### src/common/peripheral_dma_pkg.sv
/*
 * Constants, register map and carrier types for the peripheral DMA channel pair.
 * Assumes one clock domain and software access over a classic Wishbone slave port.
 */
// Functional notes
// Ten channel registers sit at consecutive words from 0x100 to 0x124.
// Current receive pointer is the memory address where received data is written.
// Receive count zero halts receive; nonzero starts it while receive is enabled.
// Transmit count zero halts transmit; nonzero starts it while transmit is enabled.
// Current transmit pointer is the memory address outgoing data is read from.
// Next receive pointer holds the address of the queued receive buffer.
// Next receive count holds the size of the queued receive buffer.
// Next transmit pointer holds the address of the queued transmit buffer.
// Next transmit count holds the size of the queued transmit buffer.
// Half duplex: receive and transmit registers alias one channel storage.
// Writing receive enable one enables receive unless receive disable is also one.
// Writing receive disable one disables receive requests; zero does nothing.
// Writing transmit enable one enables transmit requests; zero does nothing.
// Writing transmit disable one disables transmit requests; zero does nothing.
// Half duplex: enabling receive disables transmit.
// Software never sets both enables at once on a half duplex channel.
// Half duplex: disabling receive also disables transmit.
// Half duplex: disabling transmit also disables receive.
// Half duplex: transmit enable acts only when receive enable is not written.
// Status bit reports receive requests enabled as one, disabled as zero.
// Status bit reports transmit requests enabled as one, disabled as zero.
// Transmit enable and disable written together leave transmit disabled.
// Current count at zero with next nonzero: next pair moves to current, next cleared.
// Pointer advances one, two or four bytes per byte, half-word or word item.
// End flag when current count hits zero; full/empty when next is zero too.
// End flag clears when software writes a nonzero current or next count.
package peripheral_dma_pkg;

    localparam int ADDR_W = 12;

    localparam logic [ADDR_W-1:0] OFF_RX_CUR_PTR = 12'h100;
    localparam logic [ADDR_W-1:0] OFF_RX_CUR_CNT = 12'h104;
    localparam logic [ADDR_W-1:0] OFF_TX_CUR_PTR = 12'h108;
    localparam logic [ADDR_W-1:0] OFF_TX_CUR_CNT = 12'h10c;
    localparam logic [ADDR_W-1:0] OFF_RX_NXT_PTR = 12'h110;
    localparam logic [ADDR_W-1:0] OFF_RX_NXT_CNT = 12'h114;
    localparam logic [ADDR_W-1:0] OFF_TX_NXT_PTR = 12'h118;
    localparam logic [ADDR_W-1:0] OFF_TX_NXT_CNT = 12'h11c;
    localparam logic [ADDR_W-1:0] OFF_CTRL = 12'h120;
    localparam logic [ADDR_W-1:0] OFF_STATE = 12'h124;

    localparam logic [31:0] PTR_RESET = 32'h0;
    localparam logic [15:0] CNT_RESET = 16'h0;
    localparam logic END_FLAG_RESET = 1'h1;

    localparam int CTRL_RX_EN_BIT = 0;
    localparam int CTRL_RX_DIS_BIT = 1;
    localparam int CTRL_TX_EN_BIT = 8;
    localparam int CTRL_TX_DIS_BIT = 9;
    localparam int STATE_RX_BIT = 0;
    localparam int STATE_TX_BIT = 8;

    localparam logic [1:0] SIZE_BYTE = 2'h0;
    localparam logic [1:0] SIZE_HALF = 2'h1;
    localparam logic [1:0] SIZE_WORD = 2'h2;

    typedef enum logic [1:0] {
        ST_IDLE,
        ST_RX_MEM,
        ST_TX_MEM
    } engine_state_t;

    typedef struct packed {
        logic we;
        logic [1:0] size;
        logic [31:0] addr;
        logic [31:0] wdata;
    } mem_cmd_t;

endpackage : peripheral_dma_pkg

### src/rtl/peripheral_dma_unit.sv
/*
 * Peripheral DMA channel pair: register file, enable control and transfer engine.
 * Assumes the serial peripheral and the memory port run on MCLK, the peripheral
 * drops its ready within one cycle of the holding strobe, and memory acknowledges
 * each request with a one-cycle MEM_ACK.
 */
module peripheral_dma_unit #(
    parameter bit HALF_DUPLEX = 1'b0
) (
    input wire logic MCLK,
    input wire logic RESETN,
    input wire logic WB_CYC_I,
    input wire logic WB_STB_I,
    input wire logic WB_WE_I,
    input wire logic [peripheral_dma_pkg::ADDR_W-1:0] WB_ADR_I,
    input wire logic [3:0] WB_SEL_I,
    input wire logic [31:0] WB_DAT_I,
    output logic [31:0] WB_DAT_O,
    output logic WB_ACK_O,
    input wire logic [1:0] XFER_SIZE,
    input wire logic RX_READY,
    input wire logic [31:0] RX_HOLD_DATA,
    output logic RX_HOLD_RD,
    input wire logic TX_READY,
    output logic [31:0] TX_HOLD_DATA,
    output logic TX_HOLD_WR,
    output logic MEM_REQ,
    output peripheral_dma_pkg::mem_cmd_t MEM_CMD,
    input wire logic MEM_ACK,
    input wire logic [31:0] MEM_RDATA,
    output logic RX_END,
    output logic RX_FULL,
    output logic TX_END,
    output logic TX_EMPTY
);

    // Half duplex folds the transmit view onto channel 0 storage.
    localparam logic TXC = HALF_DUPLEX ? 1'b0 : 1'b1;

    function automatic logic [31:0] merge(input logic [31:0] old, input logic [31:0] nw,
                                          input logic [3:0] sel);
        logic [31:0] res;
        res = old;
        for (int b = 0; b < 4; b++) begin
            if (sel[b]) begin
                res[8*b +: 8] = nw[8*b +: 8];
            end
        end
        return res;
    endfunction : merge

    logic [31:0] cur_ptr_r [2];
    logic [15:0] cur_cnt_r [2];
    logic [31:0] nxt_ptr_r [2];
    logic [15:0] nxt_cnt_r [2];
    logic [1:0] end_r;
    logic rx_en_r;
    logic tx_en_r;
    logic rx_en_nxt;
    logic tx_en_nxt;
    logic ack_r;
    logic [31:0] dat_o_r;
    logic [31:0] rd_data;
    peripheral_dma_pkg::engine_state_t state_r;
    peripheral_dma_pkg::engine_state_t state_nxt;
    logic dch_r;
    logic rd_r;
    logic wr_r;
    logic [31:0] tx_hold_r;
    peripheral_dma_pkg::mem_cmd_t cmd_r;

    // Bus decode; a request is answered once, in the cycle after it is seen.
    wire wb_req = WB_CYC_I & WB_STB_I & ~ack_r;
    wire wb_wr = wb_req & WB_WE_I;
    wire wb_rd = wb_req & ~WB_WE_I;
    wire hit_rcp = WB_ADR_I == peripheral_dma_pkg::OFF_RX_CUR_PTR;
    wire hit_rcc = WB_ADR_I == peripheral_dma_pkg::OFF_RX_CUR_CNT;
    wire hit_tcp = WB_ADR_I == peripheral_dma_pkg::OFF_TX_CUR_PTR;
    wire hit_tcc = WB_ADR_I == peripheral_dma_pkg::OFF_TX_CUR_CNT;
    wire hit_rnp = WB_ADR_I == peripheral_dma_pkg::OFF_RX_NXT_PTR;
    wire hit_rnc = WB_ADR_I == peripheral_dma_pkg::OFF_RX_NXT_CNT;
    wire hit_tnp = WB_ADR_I == peripheral_dma_pkg::OFF_TX_NXT_PTR;
    wire hit_tnc = WB_ADR_I == peripheral_dma_pkg::OFF_TX_NXT_CNT;
    wire hit_ctl = WB_ADR_I == peripheral_dma_pkg::OFF_CTRL;
    wire hit_st = WB_ADR_I == peripheral_dma_pkg::OFF_STATE;

    // Per-channel write strobes; in half duplex both views land on channel 0.
    wire [1:0] wr_cp = {wb_wr & hit_tcp & ~TXC ? 1'b0 : wb_wr & hit_tcp & TXC,
                        wb_wr & (hit_rcp | (hit_tcp & ~TXC))};
    wire [1:0] wr_cc = {wb_wr & hit_tcc & TXC, wb_wr & (hit_rcc | (hit_tcc & ~TXC))};
    wire [1:0] wr_np = {wb_wr & hit_tnp & TXC, wb_wr & (hit_rnp | (hit_tnp & ~TXC))};
    wire [1:0] wr_nc = {wb_wr & hit_tnc & TXC, wb_wr & (hit_rnc | (hit_tnc & ~TXC))};
    wire wb_chan = (hit_tcp | hit_tcc | hit_tnp | hit_tnc) & TXC;

    wire [31:0] new_cp = merge(cur_ptr_r[wb_chan], WB_DAT_I, WB_SEL_I);
    wire [31:0] new_cc = merge({16'h0, cur_cnt_r[wb_chan]}, WB_DAT_I, WB_SEL_I);
    wire [31:0] new_np = merge(nxt_ptr_r[wb_chan], WB_DAT_I, WB_SEL_I);
    wire [31:0] new_nc = merge({16'h0, nxt_cnt_r[wb_chan]}, WB_DAT_I, WB_SEL_I);

    // Control strobes act only on bits whose byte lane is selected.
    wire ctl_wr = wb_wr & hit_ctl;
    wire rx_on = ctl_wr & WB_SEL_I[0] & WB_DAT_I[peripheral_dma_pkg::CTRL_RX_EN_BIT];
    wire rx_off = ctl_wr & WB_SEL_I[0] & WB_DAT_I[peripheral_dma_pkg::CTRL_RX_DIS_BIT];
    wire tx_on = ctl_wr & WB_SEL_I[1] & WB_DAT_I[peripheral_dma_pkg::CTRL_TX_EN_BIT];
    wire tx_off = ctl_wr & WB_SEL_I[1] & WB_DAT_I[peripheral_dma_pkg::CTRL_TX_DIS_BIT];

    // In half duplex a disable outranks every enable, and receive outranks transmit,
    // so even a forbidden write of both enables leaves at most one direction on.
    always_comb begin
        rx_en_nxt = rx_en_r;
        tx_en_nxt = tx_en_r;
        if (HALF_DUPLEX) begin
            if (rx_off | tx_off) begin
                rx_en_nxt = 1'b0;
                tx_en_nxt = 1'b0;
            end else if (rx_on) begin
                rx_en_nxt = 1'b1;
                tx_en_nxt = 1'b0;
            end else if (tx_on) begin
                tx_en_nxt = 1'b1;
                rx_en_nxt = 1'b0;
            end
        end else begin
            if (rx_off) begin
                rx_en_nxt = 1'b0;
            end else if (rx_on) begin
                rx_en_nxt = 1'b1;
            end
            if (tx_off) begin
                tx_en_nxt = 1'b0;
            end else if (tx_on) begin
                tx_en_nxt = 1'b1;
            end
        end
    end

    always_comb begin
        rd_data = 32'h0;
        case (1'b1)
            hit_rcp: rd_data = cur_ptr_r[0];
            hit_rcc: rd_data = {16'h0, cur_cnt_r[0]};
            hit_tcp: rd_data = cur_ptr_r[TXC];
            hit_tcc: rd_data = {16'h0, cur_cnt_r[TXC]};
            hit_rnp: rd_data = nxt_ptr_r[0];
            hit_rnc: rd_data = {16'h0, nxt_cnt_r[0]};
            hit_tnp: rd_data = nxt_ptr_r[TXC];
            hit_tnc: rd_data = {16'h0, nxt_cnt_r[TXC]};
            hit_st: begin
                rd_data[peripheral_dma_pkg::STATE_RX_BIT] = rx_en_r;
                rd_data[peripheral_dma_pkg::STATE_TX_BIT] = tx_en_r;
            end
            default: rd_data = 32'h0;
        endcase
    end

    always_ff @(posedge MCLK or negedge RESETN) begin
        if (!RESETN) begin
            ack_r <= 1'b0;
            dat_o_r <= 32'h0;
            rx_en_r <= 1'b0;
            tx_en_r <= 1'b0;
        end else begin
            ack_r <= wb_req;
            dat_o_r <= wb_rd ? rd_data : 32'h0;
            rx_en_r <= rx_en_nxt;
            tx_en_r <= tx_en_nxt;
        end
    end

    // Transfer engine. Receive has priority when both channels are ready.
    wire rx_go = rx_en_r & (cur_cnt_r[0] != 16'h0) & RX_READY;
    wire tx_go = tx_en_r & (cur_cnt_r[TXC] != 16'h0) & TX_READY & ~wr_r;
    wire done = (state_r != peripheral_dma_pkg::ST_IDLE) & MEM_ACK;
    // A size code of 3 steps like a word; software is expected to use codes 0 to 2.
    wire [31:0] step = XFER_SIZE[1] ? 32'h4 : (XFER_SIZE[0] ? 32'h2 : 32'h1);
    wire last = cur_cnt_r[dch_r] == 16'h1;

    always_comb begin
        state_nxt = state_r;
        case (state_r)
            peripheral_dma_pkg::ST_IDLE: begin
                if (rx_go) begin
                    state_nxt = peripheral_dma_pkg::ST_RX_MEM;
                end else if (tx_go) begin
                    state_nxt = peripheral_dma_pkg::ST_TX_MEM;
                end
            end
            peripheral_dma_pkg::ST_RX_MEM,
            peripheral_dma_pkg::ST_TX_MEM: begin
                if (MEM_ACK) begin
                    state_nxt = peripheral_dma_pkg::ST_IDLE;
                end
            end
            default: state_nxt = peripheral_dma_pkg::ST_IDLE;
        endcase
    end

    always_ff @(posedge MCLK or negedge RESETN) begin
        if (!RESETN) begin
            state_r <= peripheral_dma_pkg::ST_IDLE;
            dch_r <= 1'b0;
            rd_r <= 1'b0;
            wr_r <= 1'b0;
            tx_hold_r <= 32'h0;
            cmd_r <= '0;
        end else begin
            state_r <= state_nxt;
            rd_r <= (state_r == peripheral_dma_pkg::ST_IDLE) & rx_go;
            wr_r <= (state_r == peripheral_dma_pkg::ST_TX_MEM) & MEM_ACK;
            if (state_r == peripheral_dma_pkg::ST_IDLE && rx_go) begin
                dch_r <= 1'b0;
                cmd_r <= '{we: 1'b1, size: XFER_SIZE, addr: cur_ptr_r[0],
                           wdata: RX_HOLD_DATA};
            end else if (state_r == peripheral_dma_pkg::ST_IDLE && tx_go) begin
                dch_r <= TXC;
                cmd_r <= '{we: 1'b0, size: XFER_SIZE, addr: cur_ptr_r[TXC],
                           wdata: 32'h0};
            end
            if (state_r == peripheral_dma_pkg::ST_TX_MEM && MEM_ACK) begin
                tx_hold_r <= MEM_RDATA;
            end
        end
    end

    // Channel storage. A software write in the same cycle as an engine update wins,
    // so a pointer moved mid-transfer is used for the following items.
    always_ff @(posedge MCLK or negedge RESETN) begin
        if (!RESETN) begin
            for (int c = 0; c < 2; c++) begin
                cur_ptr_r[c] <= peripheral_dma_pkg::PTR_RESET;
                cur_cnt_r[c] <= peripheral_dma_pkg::CNT_RESET;
                nxt_ptr_r[c] <= peripheral_dma_pkg::PTR_RESET;
                nxt_cnt_r[c] <= peripheral_dma_pkg::CNT_RESET;
                end_r[c] <= peripheral_dma_pkg::END_FLAG_RESET;
            end
        end else begin
            for (int c = 0; c < 2; c++) begin
                // The clear comes first so an end event in the same cycle still sets the flag.
                if ((wr_cc[c] && new_cc[15:0] != 16'h0) ||
                    (wr_nc[c] && new_nc[15:0] != 16'h0)) begin
                    end_r[c] <= 1'b0;
                end
                if (done && dch_r == c[0]) begin
                    if (last) begin
                        end_r[c] <= 1'b1;
                    end
                    if (last && nxt_cnt_r[c] != 16'h0) begin
                        cur_ptr_r[c] <= nxt_ptr_r[c];
                        cur_cnt_r[c] <= nxt_cnt_r[c];
                        nxt_ptr_r[c] <= peripheral_dma_pkg::PTR_RESET;
                        nxt_cnt_r[c] <= peripheral_dma_pkg::CNT_RESET;
                    end else begin
                        cur_ptr_r[c] <= cur_ptr_r[c] + step;
                        cur_cnt_r[c] <= cur_cnt_r[c] - 16'h1;
                    end
                end else if (state_r == peripheral_dma_pkg::ST_IDLE &&
                             cur_cnt_r[c] == 16'h0 && nxt_cnt_r[c] != 16'h0) begin
                    cur_ptr_r[c] <= nxt_ptr_r[c];
                    cur_cnt_r[c] <= nxt_cnt_r[c];
                    nxt_ptr_r[c] <= peripheral_dma_pkg::PTR_RESET;
                    nxt_cnt_r[c] <= peripheral_dma_pkg::CNT_RESET;
                end
                if (wr_cp[c]) begin
                    cur_ptr_r[c] <= new_cp;
                end
                if (wr_cc[c]) begin
                    cur_cnt_r[c] <= new_cc[15:0];
                end
                if (wr_np[c]) begin
                    nxt_ptr_r[c] <= new_np;
                end
                if (wr_nc[c]) begin
                    nxt_cnt_r[c] <= new_nc[15:0];
                end
            end
        end
    end

    assign WB_ACK_O = ack_r;
    assign WB_DAT_O = dat_o_r;
    assign RX_HOLD_RD = rd_r;
    assign TX_HOLD_WR = wr_r;
    assign TX_HOLD_DATA = tx_hold_r;
    assign MEM_REQ = state_r != peripheral_dma_pkg::ST_IDLE;
    assign MEM_CMD = cmd_r;
    assign RX_END = end_r[0];
    assign RX_FULL = end_r[0] & (cur_cnt_r[0] == 16'h0) & (nxt_cnt_r[0] == 16'h0);
    assign TX_END = end_r[TXC];
    assign TX_EMPTY = end_r[TXC] & (cur_cnt_r[TXC] == 16'h0) & (nxt_cnt_r[TXC] == 16'h0);

    wire quiet = wb_wr == 1'b0;
endmodule : peripheral_dma_unit

### config.mk
export PLATFORM = sky130hd
export DESIGN_NAME = peripheral_dma_unit
export DESIGN_NICKNAME = d
export VERILOG_FILES = /design/src/common/peripheral_dma_pkg.sv /design/src/rtl/peripheral_dma_unit.sv
export SDC_FILE = /design/constraint.sdc
export NUM_CORES = 1
export LEC_CHECK = 0
export ABC_CLOCK_PERIOD_IN_PS = 3400
export BUFFER_PORTS_ARGS = -buffer_cell sky130_fd_sc_hd__buf_4
export CAP_MARGIN = 20
export CELL_PAD_IN_SITES_DETAIL_PLACEMENT = 1
export CELL_PAD_IN_SITES_GLOBAL_PLACEMENT = 2
export CORE_ASPECT_RATIO = 2
export CORE_UTILIZATION = 36
export DETAILED_ROUTE_END_ITERATION = 12
export PLACE_DENSITY_LB_ADDON = 0.1
export RECOVER_POWER = 100
export SLEW_MARGIN = 25
export SYNTH_ARGS = -nofsm -noshare
export SYNTH_HDL_FRONTEND = slang
export SYNTH_SLANG_ARGS = --single-unit
### constraint.sdc
create_clock -name MCLK -period 3.4 [get_ports MCLK]
set_input_delay 0.17 -clock MCLK [delete_from_list [all_inputs] [get_ports MCLK]]
set_output_delay 0.17 -clock MCLK [all_outputs]
set_load 0.05 [all_outputs]
### Yosys cells after proc, flatten, opt, wreduce, memory -nomap -nowiden

Index checks and enable logic that the tools add are counted.

| cells by class | value |
|---|---|
| $lt $le $gt $ge | 2 |
| divide/modulo/power cells | 0 |
| add/subtract/negate cells | 4 |
| bitwise logic cells | 40 |
| equal/unequal tests | 19 |
| shifts and indexed selects | 0 |
| mux-type cells | 114 |
| multiply operators | 0 |
| reduce and logical (&&, ||, !) cells | 46 |

Operator list:

| kind | count |
|---|---|
| $mux 32 | 23 |
| $mux 16 | 25 |
| $mux 23 | 7 |
| $mux 67 | 2 |
| $eq 12x9->1 const B | 10 |
| $mux 8 | 12 |
| $reduce_bool 16->1 | 6 |
| $add 32x3->32 | 2 |
| $logic_not 16->1 | 4 |
| $mux 7 | 9 |
| $sub 16x1->16 const B | 2 |
| $and 1x1->1 | 31 |
| $mux 1 | 30 |
| $reduce_bool 3->1 | 8 |
| $eq 16x1->1 const B | 1 |
| $logic_and 1x1->1 | 15 |
| $ne 3x2->1 const B | 4 |
| $reduce_and 2->1 | 5 |
| $mux 2 | 4 |
| $reduce_bool 2->1 | 4 |
| $ge 2x2->1 const B | 2 |
| $not 1->1 | 4 |
| $not 1->2 | 2 |
| $pmux 2 s2 | 1 |
| 9 further kinds | 12 |

| word-level totals | value |
|---|---|
| logic and storage cells | 247 |
| bits in latches | 0 |
| memory bits (writable) | 0 |
| ROM bits | 0 |
| memories kept | 0 |
| output and inout bits | 139 |
| flip-flop bits (word level) | 333 |
| input port bits | 122 |

### Depth between registers and ports, before layout

Gate-level depths: netlist (run 1).

| depth | value |
|---|---|
| word-level depth | 15 |
| depth in mapped cells | 12 |
| mapped depth without buffers | 11 |

### Worst setup path after synthesis (run 1)

No wires, ideal clock.

| timing | value |
|---|---|
| kind | register -> register |
| start point | reg cur_cnt_r[6] (netlist bit) |
| end point | reg cur_cnt_r[26] (netlist bit) |
| setup slack | 0.396 ns |
| data arrival time | 2.882 ns |
| period minus slack after synthesis | 3.004 ns |
| cell stages (with the launch flop) | 11 |
| cell sequence | dfrtp_1 > buf_6 > or4_1 > buf_2 > or4_4 > o32ai_4 > a21oi_2 > buf_2 > mux2_4 > a221oi_2 > nor2_1 |

| between the ends | value |
|---|---|
| cells in the longest elaborated chain, start to end | 8 |

Ends and longest elaborated chain:

| what | line | source |
|---|---|---|
| from (decl) | peripheral_dma_unit.sv:53 | `logic [15:0] cur_cnt_r [2];` |
| from (signal, indexed assignment) | peripheral_dma_unit.sv:231 | `cur_cnt_r[c] <= peripheral_dma_pkg::CNT_RESET;` |
| from (signal, indexed assignment) | peripheral_dma_unit.sv:249 | `cur_cnt_r[c] <= nxt_cnt_r[c];` |
| from (signal, indexed assignment) | peripheral_dma_unit.sv:254 | `cur_cnt_r[c] <= cur_cnt_r[c] - 16'h1;` |
| $mux 16 (not written as such) (3 in series) | peripheral_dma_unit.sv:176 | `wire last = cur_cnt_r[dch_r] == 16'h1;` |
| $eq 16x1->1 | peripheral_dma_unit.sv:176 |  |
| $logic_and 1x1->1 | peripheral_dma_unit.sv:247 | `if (last && nxt_cnt_r[c] != 16'h0) begin` |
| $mux 16 | peripheral_dma_unit.sv:247 |  |
| $mux 16 | peripheral_dma_unit.sv:243 | `if (done && dch_r == c[0]) begin` |
| $mux 16 | peripheral_dma_unit.sv:266 | `if (wr_cc[c]) begin` |

No other way between the ends. The select of a mux whose other input is x is not followed.
A chain may end at the register's enable or synchronous reset.

### Final worst setup path (run 1)

| timing | value |
|---|---|
| start point | reg nxt_cnt_r[25] (netlist bit) |
| end point | reg cur_ptr_r[62] (netlist bit) |

| between the ends | value |
|---|---|
| cells in the longest elaborated chain, start to end | 5 |
| elaborated cells between the ends (all ways) | 7 |
| those cells by class | 3 x mux; 4 x reduce/logical |

Ends and longest elaborated chain:

| what | line | source |
|---|---|---|
| from (decl) | peripheral_dma_unit.sv:55 | `logic [15:0] nxt_cnt_r [2];` |
| from (signal, indexed assignment) | peripheral_dma_unit.sv:233 | `nxt_cnt_r[c] <= peripheral_dma_pkg::CNT_RESET;` |
| from (signal, indexed assignment) | peripheral_dma_unit.sv:251 | `nxt_cnt_r[c] <= peripheral_dma_pkg::CNT_RESET;` |
| from (signal, indexed assignment) | peripheral_dma_unit.sv:261 | `nxt_cnt_r[c] <= peripheral_dma_pkg::CNT_RESET;` |
| $reduce_bool 16->1 * | peripheral_dma_unit.sv:247, peripheral_dma_unit.sv:257 |  |
| $logic_and 1x1->1 | peripheral_dma_unit.sv:247 |  |
| $mux 32 | peripheral_dma_unit.sv:247 |  |
| $mux 32 | peripheral_dma_unit.sv:243 |  |
| $mux 32 | peripheral_dma_unit.sv:263 | `if (wr_cp[c]) begin` |
| to (signal, indexed assignment) | peripheral_dma_unit.sv:248 | `cur_ptr_r[c] <= nxt_ptr_r[c];` |
| to (signal, indexed assignment) | peripheral_dma_unit.sv:253 | `cur_ptr_r[c] <= cur_ptr_r[c] + step;` |
| to (signal, indexed assignment) | peripheral_dma_unit.sv:264 | `cur_ptr_r[c] <= new_cp;` |
| to (decl) | peripheral_dma_unit.sv:52 | `logic [31:0] cur_ptr_r [2];` |

Every way passes the cells marked *; elsewhere a longest branch is shown, timed or not.

==> results of run 1 <==
[where the power goes]
part	total (mW)	switching [mW]	internal, mW
logic	2.08	1.27	0.811
registers	4.48	0.343	4.14
clock network	4.23	1.84	2.39
total	10.8	3.45	7.34
[per-layer routing]
layer | share of wire | routed length (µm)
met3 | 0.067 | 8020
met5 | 0.00020 | 24
met1 | 0.30 | 36400
met2 | 0.49 | 58000
met4 | 0.14 | 17000
[worst max-delay path by stage]
| stage | cells past startpoint | to | slack (ns) | start |
|---|---|---|---|---|
| finish | 7 | cur_ptr_r[62] | 0.06 | nxt_cnt_r[25] |
| global route | 12 | cur_ptr_r[52] | 0.01 | cur_cnt_r[29] |
| CTS | 9 | cur_ptr_r[55] | 0.10 | nxt_cnt_r[27] |
| global placement | 7 | cur_cnt_r[4] | -0.26 | dch_r |
| floorplan | 10 | cur_cnt_r[26] | 0.40 | cur_cnt_r[6] |
| detailed placement | 11 | end_r[1] | 0.05 | WB_ADR_I[5] |
[cells in the mapped netlist (all sizes together) (7+ instances only)]
library cell / instances
nand3: 56
xor2: 7
or4: 13
xnor2: 14
or2: 10
nor3: 54
a211oi: 12
nand2b: 10
o22ai: 50
a221oi: 13
a21o: 11
o221ai: 12
a31o: 13
nand2: 269
a222oi: 19
nor2: 182
o21ai: 99
a21oi: 123
nor2b: 7
clkbuf: 167
o211ai: 9
a31oi: 140
buf: 38
and3: 27
and2: 7
o31ai: 41
a22o: 135
mux2i: 21
dfrtp: 331
nand4: 53
mux2: 52
ha: 10
nor4: 32
inv: 22
a22oi: 28
[registers in the layout, summed over array words and instances, names as in the netlist, 2 cells and up]
signal	flops
MEM_CMD	67
cur_ptr_r	64
nxt_ptr_r	64
TX_HOLD_DATA	32
WB_DAT_O	32
cur_cnt_r	32
nxt_cnt_r	32
end_r	2
state_r	2
[metrics by stage]
stage	instance area [µm²]	power (mW)	util
global route	25000	11.1	0.475
finish	25000	10.8	0.475
detailed placement	23800	6.52	0.453
global placement	23800	6.47	0.452
CTS	25700	10.8	0.490
floorplan	19200	5.41	-
[logic make-up after synthesis]
group,Yosys count
compound gates,757
simple gates,747
flops,333
buf+inv,229
mux,73
xor+xnor,21
fa+ha+maj,12
[worst max-delay path: stages (launching register included)]
cell	delay, ns
dfrtp_1	0.40
nor4_1	0.66
nand4_1	0.69
a21oi_4	0.53
buf_12	0.26
mux2_2	0.36
a22oi_1	0.17
o21ai_0	0.11
[area by class of cell]
class	instances	share of cell area
Tap cell	665	0.0333
Clock inverter	19	0.00937
Sequential cell	333	0.334
Clock buffer	47	0.0397
Multi-Input combinational cell	1610	0.401
Timing Repair Buffer	616	0.179
Antenna cell	5	0.000501
Inverter	24	0.00361
[what timing repair did]
action,CTS,global route
hold buffers,71,0
setup buffers,0,0
endpoints found under the setup margin,0,8
resized for setup,0,3
hold endpoints to repair,136,0
==> run metrics, run 1 <==
Skew-Pair Late Insertion Delay 0.58 ns; Mapped Cells between 2000 and 2500; Synth Area per Inst 8.83 µm²; met2 GRT Util 0.739; antenna violations before repair 5; PD cells approximately 430 mW/mm²; CP arrival 3.79 ns; Cell variety after synth 82; Boundary Pins 261; CTS H-tree depth 2; global-route wire length before repair 170000 µm; largest net degree at the start of global routing 76; Pleak roughly 11 nW; crit path launch type flip-flop; area leader, netlist dfrtp_1; RSZ-0062 raised after global routing false; Post-Synth XOR/XNOR Area 0.00959; Simple-Gate Fraction of Synth Area 0.182; final worst setup slack 0.0595 ns; number of synthesized flops with an enable pin 0; RR Endpoint cur_ptr_r[62]; R2R setup slack approximately 0.059 ns; required time worst endpoint a little under 4 ns; routing usage on met1 0.418; Rel. slew slack -0.476; crit end category flip-flop; status finished with violations; WL per Instance 36.0 µm; max-slew violations 108; cell chosen for the clock root clkbuf_16; total track usage 0.445; Detailed Place HPWL 86500 µm; sequential share of the synthesized area 0.435; drt initial violations approximately 2100; cts bufs inserted 36; GRT Max-Usage Layer met2; Hold WS 0.0171 ns; Fillers approximately 6100; Yosys reg bits 333; Area Growth Syn to Fin 30.3%; worst-margin pin slew between 2 and 2.5 ns; most frequent cells in the layout buf_4 (342), dfrtp_1 (330), nand2_1 (269); vias in the first global route between 20000 and 25000; Clock Skew 0.0307 ns; failing checks capacitance limit, slew limit; Final Critical Period about 3.3 ns; commonest register cell after synthesis dfrtp_1; Worst Path Max Fanout 29; largest family of logic cells by synthesized area compound AO/OA/AOI/OAI gates; highest clock rate 299 MHz; Hold WC Path Type in -> reg; Synth Area in Adders 0.00861; FF-to-FF path depth 7; IO Port Bufs 260; Vias 22200; setup_tns 0 ns; maxcap violations 2; total routed wirelength 120000 µm; Ys Warns 0; # clock sinks 333; CTS tree yes; DIE AREA 0.0543 mm²; drt first pass iters 6; maximum VDD drop 538 µV; synth top area cells dfrtp_1 (43%), a22o_1 (6.2%), nand2_1 (5.3%); hold endpoint WB_ACK_O; Fin. Hold Viols 0; Core Area 0.0526 mm²; register area 0.00834 mm²; CTS Buffer Depth 3; initial core utilization 0.365; Reg clk slew, reported paths 0.07 ns; Mapped Area 0.0192 mm²; final cell count without fillers roughly 3300; # rows 119; chip width 165 µm; Hold Path Depth 2; Final ANT Viol Nets 0; most common cell after layout, fill and taps aside buf_4; worst hold path startpoint WB_CYC_I; Reg-to-Reg Start nxt_cnt_r[25]; placed instance count about 3200; vias per inst 6.69; drt drc 0; Synthesized Nets between 2000 and 2500; Global Route met3 Usage 0.0990; layout cell share with drive strength beyond 1 0.210; Place WS 0.0478 ns; crit share post-route 0.983; Multi-input gate area approximately 0.010 mm²; Die H 328 µm; Final nets 2755; GP Congestion 1.06; total grt overflow 0; setup violators final 0; top cell type's share of synthesized area 0.432; post-synthesis mux area share 0.0419; post-synthesis compound-gate area fraction 0.275; async set or reset register ratio after synthesis 1.00; kind of critical path reg -> reg
(Power assumes the default switching activity.)
==> inputs of run 2 (changes only) <==
--- a/config.mk
+++ b/config.mk
@@ -5,13 +5,14 @@
 export SDC_FILE = /design/constraint.sdc
 export NUM_CORES = 1
 export LEC_CHECK = 0
+export ABC_AREA = 1
 export ABC_CLOCK_PERIOD_IN_PS = 3400
 export BUFFER_PORTS_ARGS = -buffer_cell sky130_fd_sc_hd__buf_4
 export CAP_MARGIN = 20
 export CELL_PAD_IN_SITES_DETAIL_PLACEMENT = 1
 export CELL_PAD_IN_SITES_GLOBAL_PLACEMENT = 2
 export CORE_ASPECT_RATIO = 2
-export CORE_UTILIZATION = 36
+export CORE_UTILIZATION = 34
 export DETAILED_ROUTE_END_ITERATION = 12
 export PLACE_DENSITY_LB_ADDON = 0.1
 export RECOVER_POWER = 100
==> run metrics, run 2 <==
DIE AREA 0.0593 mm² (+9.4%); Net Switching 10.5 mW (+210%); total track usage 0.388 (-0.0570); commonest register cell after synthesis dfrtp_1; CP arrival 3.12 ns (-0.67 ns); Clock Skew 0.0298 ns (-0.000968 ns); setup violators final 0 (unchanged); cts bufs inserted 36 (unchanged); Skew-Pair Late Insertion Delay 0.58 ns (about the same); CTS tree yes; # clock sinks 333 (unchanged); Seq pwr share 0.314 (-0.101); maximum VDD drop 452 µV (-16%); RSZ-0062 raised after global routing false; Hold WS 0.0198 ns (+0.00271 ns); WL per Instance 30.9 µm (-14%); Fin. Hold Viols 0 (unchanged); Multi-input gate area 0.00955 mm² (-4.6%); Reg clk slew, reported paths 0.07 ns (about the same); failing checks capacitance limit, slew limit; vias in the first global route 23500 (+0.85%); crit share post-route 0.967 (-0.0153); Rel. slew slack -0.829 (-0.353); setup_tns 0 ns (unchanged); Synth Area per Inst 7.64 µm² (-13%); global-route wire length before repair 165000 µm (-3.0%); power share of the combinational group 0.464 (+0.271); crit path launch type flip-flop; layout cell share with drive strength beyond 1 0.127 (-0.0829); antenna violations before repair 4 (-1); Die H 343 µm (+4.6%); highest clock rate 304 MHz (+1.6%); CP Cell Sequence inv_2 > ha_1 > inv_1 > nor2_1 > buf_4 > nand4_1 > inv_1 > nand2_1 > nor3b_4 > buf_4; Mapped Area 0.0198 mm² (+3.4%); Pleak 11.2 nW (+4.2%); Critical Path Max Stage Delay 0.46 ns (-0.23 ns); sequential share of the synthesized area 0.420 (-0.0142); total routed wirelength 116000 µm (-3.4%); crit end category primary output; crit-path leading delay family simple AND/OR/NAND/NOR gates; max-slew violations 80 (-26%); worst-margin pin slew 2.74 ns (+0.529 ns); chip width 173 µm (+4.6%); top cells by count, synth nand2_1 (572), dfrtp_1 (331), inv_1 (281); drt first pass iters 5 (-1); largest net degree at the start of global routing 83 (+9.2%); CTS Buffer Depth 3 (unchanged); post-CTS setup buffers 0 (unchanged); Core Area 0.0574 mm² (+9.2%); initial core utilization 0.345 (-0.0195); Internal 10.3 mW (+40%); Area Growth Syn to Fin 24.1%; Final Critical Period 3.29 ns (-0.0519 ns); Tot Pwr 20.8 mW (+93%); number of synthesized flops with an enable pin 0 (unchanged); most common cell after layout, fill and taps aside nand2_1; drt drc 0 (unchanged); Fillers 7113 (+16%); Detailed Place HPWL 86900 µm (+0.48%); most frequent cells in the layout nand2_1 (574), dfrtp_1 (331), inv_1 (283); area leader, netlist dfrtp_1; sw frac 0.505 (+0.186); Hold WC Path Type in -> reg; status finished with violations; cell chosen for the clock root clkbuf_16; CP Buf/Inv Count 5 (+4); Clk pwr share 0.222 (-0.170); total grt overflow 0 (unchanged); top cell type's share of synthesized area 0.418 (-0.0141); Yosys reg bits 333 (unchanged); IO Port Bufs 260 (unchanged); Final nets 3082 (+12%); drt initial violations 1201 (-42%); Synthesized Nets 2729 (+18%); Mapped Cells 2595 (+19%); count leader, synth nand2_1; Worst Path Max Fanout 5 (-83%); final core utilization 0.429 (-0.0468); CTS H-tree depth 2 (unchanged); kind of critical path reg -> out; Vias 21700 (-2.2%); Ys Warns 0 (unchanged); synth top area cells dfrtp_1 (42%), nand2_1 (11%), o21ai_0 (5.9%); PD cells 847 mW/mm² (+96%); CP max-delay cell dfrtp_1; GP Congestion 1.04 (-2.0%); maxcap violations 1 (-1); Cell variety after synth 53 (-35%); # rows 124 (+4.2%); register area 0.00834 mm² (about the same); max reg flops 67 (unchanged); Boundary Pins 261 (unchanged); required time worst endpoint 3.23 ns (-0.62 ns); async set or reset register ratio after synthesis 1.00 (unchanged); vias per inst 5.81 (-13%); Final ANT Viol Nets 0 (unchanged)
[run 2: cell types whose count changed after synthesis, sizes merged, moves of 44 or more]
cell,before,now
buf,38,82
o22ai,50,105
nand3,56,128
nand2,269,583
a31oi,140,10
o21ai,99,282
inv,22,309
a22o,135,33
xor2,7,62
mux2,52,1
a21oi,123,72
clkbuf,167,73
[run 2: worst min-delay path: stages]
cell	delay [ns]
buf_4	0.08
nand2_1	0.06
o21ai_0	0.11
nand2_1	0.06
o221ai_1	0.07
[run 2: cell type report]
cell class                 instances  area share
antenna                            2    0.000203
clock buffer                      45      0.0405
clock inverter                    21      0.0134
inverter                         311      0.0476
multi-input combinational       1796       0.388
sequential                       333       0.339
tap                              756      0.0385
timing repair buffer             470       0.133
[run 2: cells by family (layout without fill, tap and decap cells)]
family,count (synthesis),in the layout,share of synthesized area
AOI/OAI and AO/OA,705,705,0.222
xor gates and xnor gates,70,70,0.0309
adders and majority gates,12,12,0.00833
buffers and inverters,466,847,0.0978
DFF,333,333,0.420
muxes,1,1,0.000568
other,0,2,0
and+or+nand+nor,1008,1008,0.220
[run 2: repair_timing]
action                                  4_1_cts  5_1_grt
endpoints found under the setup margin        1        5
hold endpoints to repair                    157        0
resized for setup                             1        3
hold buffers                                 79        0
[run 2: final timing paths]
kind / start / end / slack (ns) / depth (start not counted)
max in group asynchronous: RESETN / nxt_cnt_r[26] / 0.49 / 3
hold reg to reg: TX_HOLD_DATA[5] / TX_HOLD_DATA[5] / 0.48 / 2
min in group asynchronous: RESETN / MEM_CMD[52] / 1.00 / 2
setup reg to reg: cur_cnt_r[16] / nxt_ptr_r[46] / 0.17 / 14
setup / recovery: cur_cnt_r[16] / RX_FULL / 0.11 / 10
hold / removal: WB_DAT_I[28] / cur_ptr_r[60] / 0.02 / 5
[run 2: power groups by stage]
| stage | Sequential [mW] | Combinational (mW) | Clock, mW |
|---|---|---|---|
| after floorplan | 7.43 | 4.48 | 0 |
| after global placement | 6.51 | 9.82 | 0 |
| after detailed placement | 6.55 | 9.92 | 0 |
| after CTS | 6.49 | 10.1 | 4.70 |
| after global routing | 6.60 | 10.2 | 4.82 |
| final | 6.53 | 9.67 | 4.63 |
[run 2: routing by layer]
| layer | vias to the layer above | track usage | wire length (µm) |
|---|---|---|---|
| li1 | 9515 | - | - |
| met1 | 10800 | 0.344 | 35500 |
| met2 | 898 | 0.707 | 59100 |
| met3 | 447 | 0.0631 | 5590 |
| met4 | 4 | 0.438 | 15300 |
| met5 | - | 0 | 23 |
[run 2: through the flow]
step / std cells / setup slack [ns] / cell area (µm²)
floorplan: 2595 / 0.856 / 19800
global placement: 3587 / 0.258 / 23100
detailed placement: 3587 / 0.241 / 23100
CTS: 3732 / 0.0719 / 25300
global route: 3732 / 0.0541 / 24600
finish: 3734 / 0.111 / 24600
==> inputs of run 3 (changes only) <==
--- a/config.mk
+++ b/config.mk
@@ -6,7 +6,7 @@
 export NUM_CORES = 1
 export LEC_CHECK = 0
 export ABC_AREA = 1
-export ABC_CLOCK_PERIOD_IN_PS = 3400
+export ABC_CLOCK_PERIOD_IN_PS = 3700
 export BUFFER_PORTS_ARGS = -buffer_cell sky130_fd_sc_hd__buf_4
 export CAP_MARGIN = 20
 export CELL_PAD_IN_SITES_DETAIL_PLACEMENT = 1
==> constraint.sdc (replaced) <==
create_clock -name MCLK -period 3.7 [get_ports MCLK]
set_input_delay 0.185 -clock MCLK [delete_from_list [all_inputs] [get_ports MCLK]]
set_output_delay 0.185 -clock MCLK [all_outputs]
set_load 0.05 [all_outputs]
==> run metrics, run 3 (synthesis results as in run 2) <==
CTS H-tree depth 2 (unchanged); # rows 124 (unchanged); Clock Skew 0.0236 ns (-0.00619 ns); Vias 22000 (+1.2%); cell chosen for the clock root clkbuf_16; Internal 8.89 mW (-14%); Skew-Pair Late Insertion Delay 0.61 ns (+0.03 ns); crit end category flip-flop; Reg clk slew, reported paths 0.07 ns (about the same); placed instance count 3545 (-1.2%); Boundary Pins 261 (unchanged); initial core utilization 0.345 (unchanged); max-slew violations 86 (+7.5%); CTS tree yes; drt initial violations 1545 (+29%); failing checks hold timing, capacitance limit, slew limit; drt first pass iters 7 (+2); vias per inst 5.96 (+2.4%); layout cell share with drive strength beyond 1 0.107 (-0.0206); CTS resizes 0 (-1); max reg flops 67 (unchanged); PD cells 769 mW/mm² (-9.2%); sw frac 0.518 (+0.0127); Final ANT Viol Nets 0 (unchanged); Final nets 3039 (-1.4%); GP Congestion 1.08 (+3.4%); RSZ-0062 raised after global routing false; worst hold path startpoint WB_DAT_I[21]; cts bufs inserted 37 (+2.8%); maximum VDD drop 493 µV (+8.9%); Final Critical Period 3.60 ns; crit path launch type flip-flop; chip width 173 µm (unchanged); global-route wire length before repair 170000 µm (+3.1%); kind of critical path reg -> reg; status finished with violations; WL per Instance 32.2 µm (+4.0%); Worst Path Max Fanout 32 (+27); Die H 343 µm (unchanged); Seq pwr share 0.334 (+0.020); Hold WC Path Type in -> reg; setup violators final 0 (unchanged); DIE AREA 0.0593 mm² (unchanged); setup_tns 0 ns (unchanged); total routed wirelength 119000 µm (+2.8%); Area Growth Syn to Fin 21.1%; largest net degree at the start of global routing 86 (+3.6%); most frequent cells in the layout nand2_1 (577), dfrtp_1 (331), inv_1 (288); # clock sinks 333 (unchanged); total track usage 0.403 (+0.0146); Fin. Hold Viols 5 (+5); highest clock rate 278 MHz; maxcap violations 1 (unchanged); Reg-to-Reg Start cur_cnt_r[16]; Place WS 0.434 ns (+0.192 ns); Hold WS -0.0190 ns (-0.0388 ns); Net Switching 9.56 mW (-9.2%); CTS Buffer Depth 3 (unchanged); IO Port Bufs 260 (unchanged); design area 0.0240 mm² (-2.4%); placed cell area 0.0228 mm² (-1.5%); Clk pwr share 0.213 (-0.009); crit share post-route 0.973; antenna violations before repair 2 (-2); Pleak 10.9 nW (-2.9%); total grt overflow 0 (unchanged); Detailed Place HPWL 89000 µm (+2.4%); required time worst endpoint 4.12 ns (+0.89 ns); final cell count without fillers 3688 (-1.2%); Core Area 0.0574 mm² (unchanged); crit path from cur_cnt_r[16]; Rel. slew slack -0.577 (+0.252); most common cell after layout, fill and taps aside nand2_1; power share of the combinational group 0.453 (-0.011); final worst setup slack 0.0989 ns (-0.0125 ns); worst-margin pin slew 2.37 ns (-0.378 ns); vias in the first global route 23900 (+1.5%); CP arrival 4.02 ns (+0.90 ns); drt drc 0 (unchanged)
run 3: layer usage:
layer / up-vias / routed length, µm / part of all wire / track usage
li1: 9413 / - / - / -
met2: 1051 / 60300 / 0.51 / 0.722
met1: 11000 / 36300 / 0.31 / 0.358
met5: - / 16 / 0.00013 / 0
met4: 2 / 16200 / 0.14 / 0.459
met3: 542 / 5930 / 0.050 / 0.0776
run 3: stage by stage:
| step | utilization | total power, mW |
|---|---|---|
| after floorplan | - | 10.9 |
| after global placement | 0.397 | 14.7 |
| after detailed placement | 0.397 | 14.8 |
| after CTS | 0.431 | 18.8 |
| after global routing | 0.418 | 19.1 |
| final | 0.418 | 18.5 |
run 3: path summary, 6_finish.rpt:
kind                                     to  cells after the start  slack (ns)
max                           nxt_ptr_r[47]                     13         0.1
max in group asynchronous  TX_HOLD_DATA[31]                      3        0.64
min reg2reg                 TX_HOLD_DATA[2]                      2        0.48
min                           nxt_ptr_r[53]                      3       -0.02
min in group asynchronous       MEM_CMD[15]                      2        0.80
max reg2reg                   nxt_ptr_r[47]                     13         0.1
run 3: timing repair:
| item | in CTS | in global routing |
|---|---|---|
| setup buffers | 0 | 0 |
| hold endpoints to repair | 154 | 0 |
| hold buffers | 76 | 0 |
run 3: final cells by class:
type | instances | area (µm²)
antenna | 1 | 2.50
clock buffer | 49 | 1030
clock inverter | 16 | 174
fill | 7119 | 33400
inverter | 311 | 1170
multi-input combinational | 1796 | 9490
sequential | 333 | 8340
tap | 756 | 946
timing repair buffer | 426 | 2850
run 3: power groups by stage:
stage,Clock [mW],Sequential (mW),Combinational [mW]
after detailed placement,0,6.16,8.62
after global routing,4.08,6.20,8.83
final,3.94,6.17,8.36
after global placement,0,6.13,8.55
after CTS,3.97,6.11,8.74
after floorplan,0,6.83,4.12
run 3: critical path, cell delays in order (launching register included):
cell	delay [ns]
dfrtp_1	0.40
inv_1	0.33
ha_1	0.24
inv_1	0.06
nor2_1	0.10
buf_4	0.16
nand2_1	0.12
nor2_1	0.30
nand3_1	0.12
nand2_1	0.30
inv_1	0.13
o32ai_4	0.12
buf_2	0.81
o22ai_1	0.18
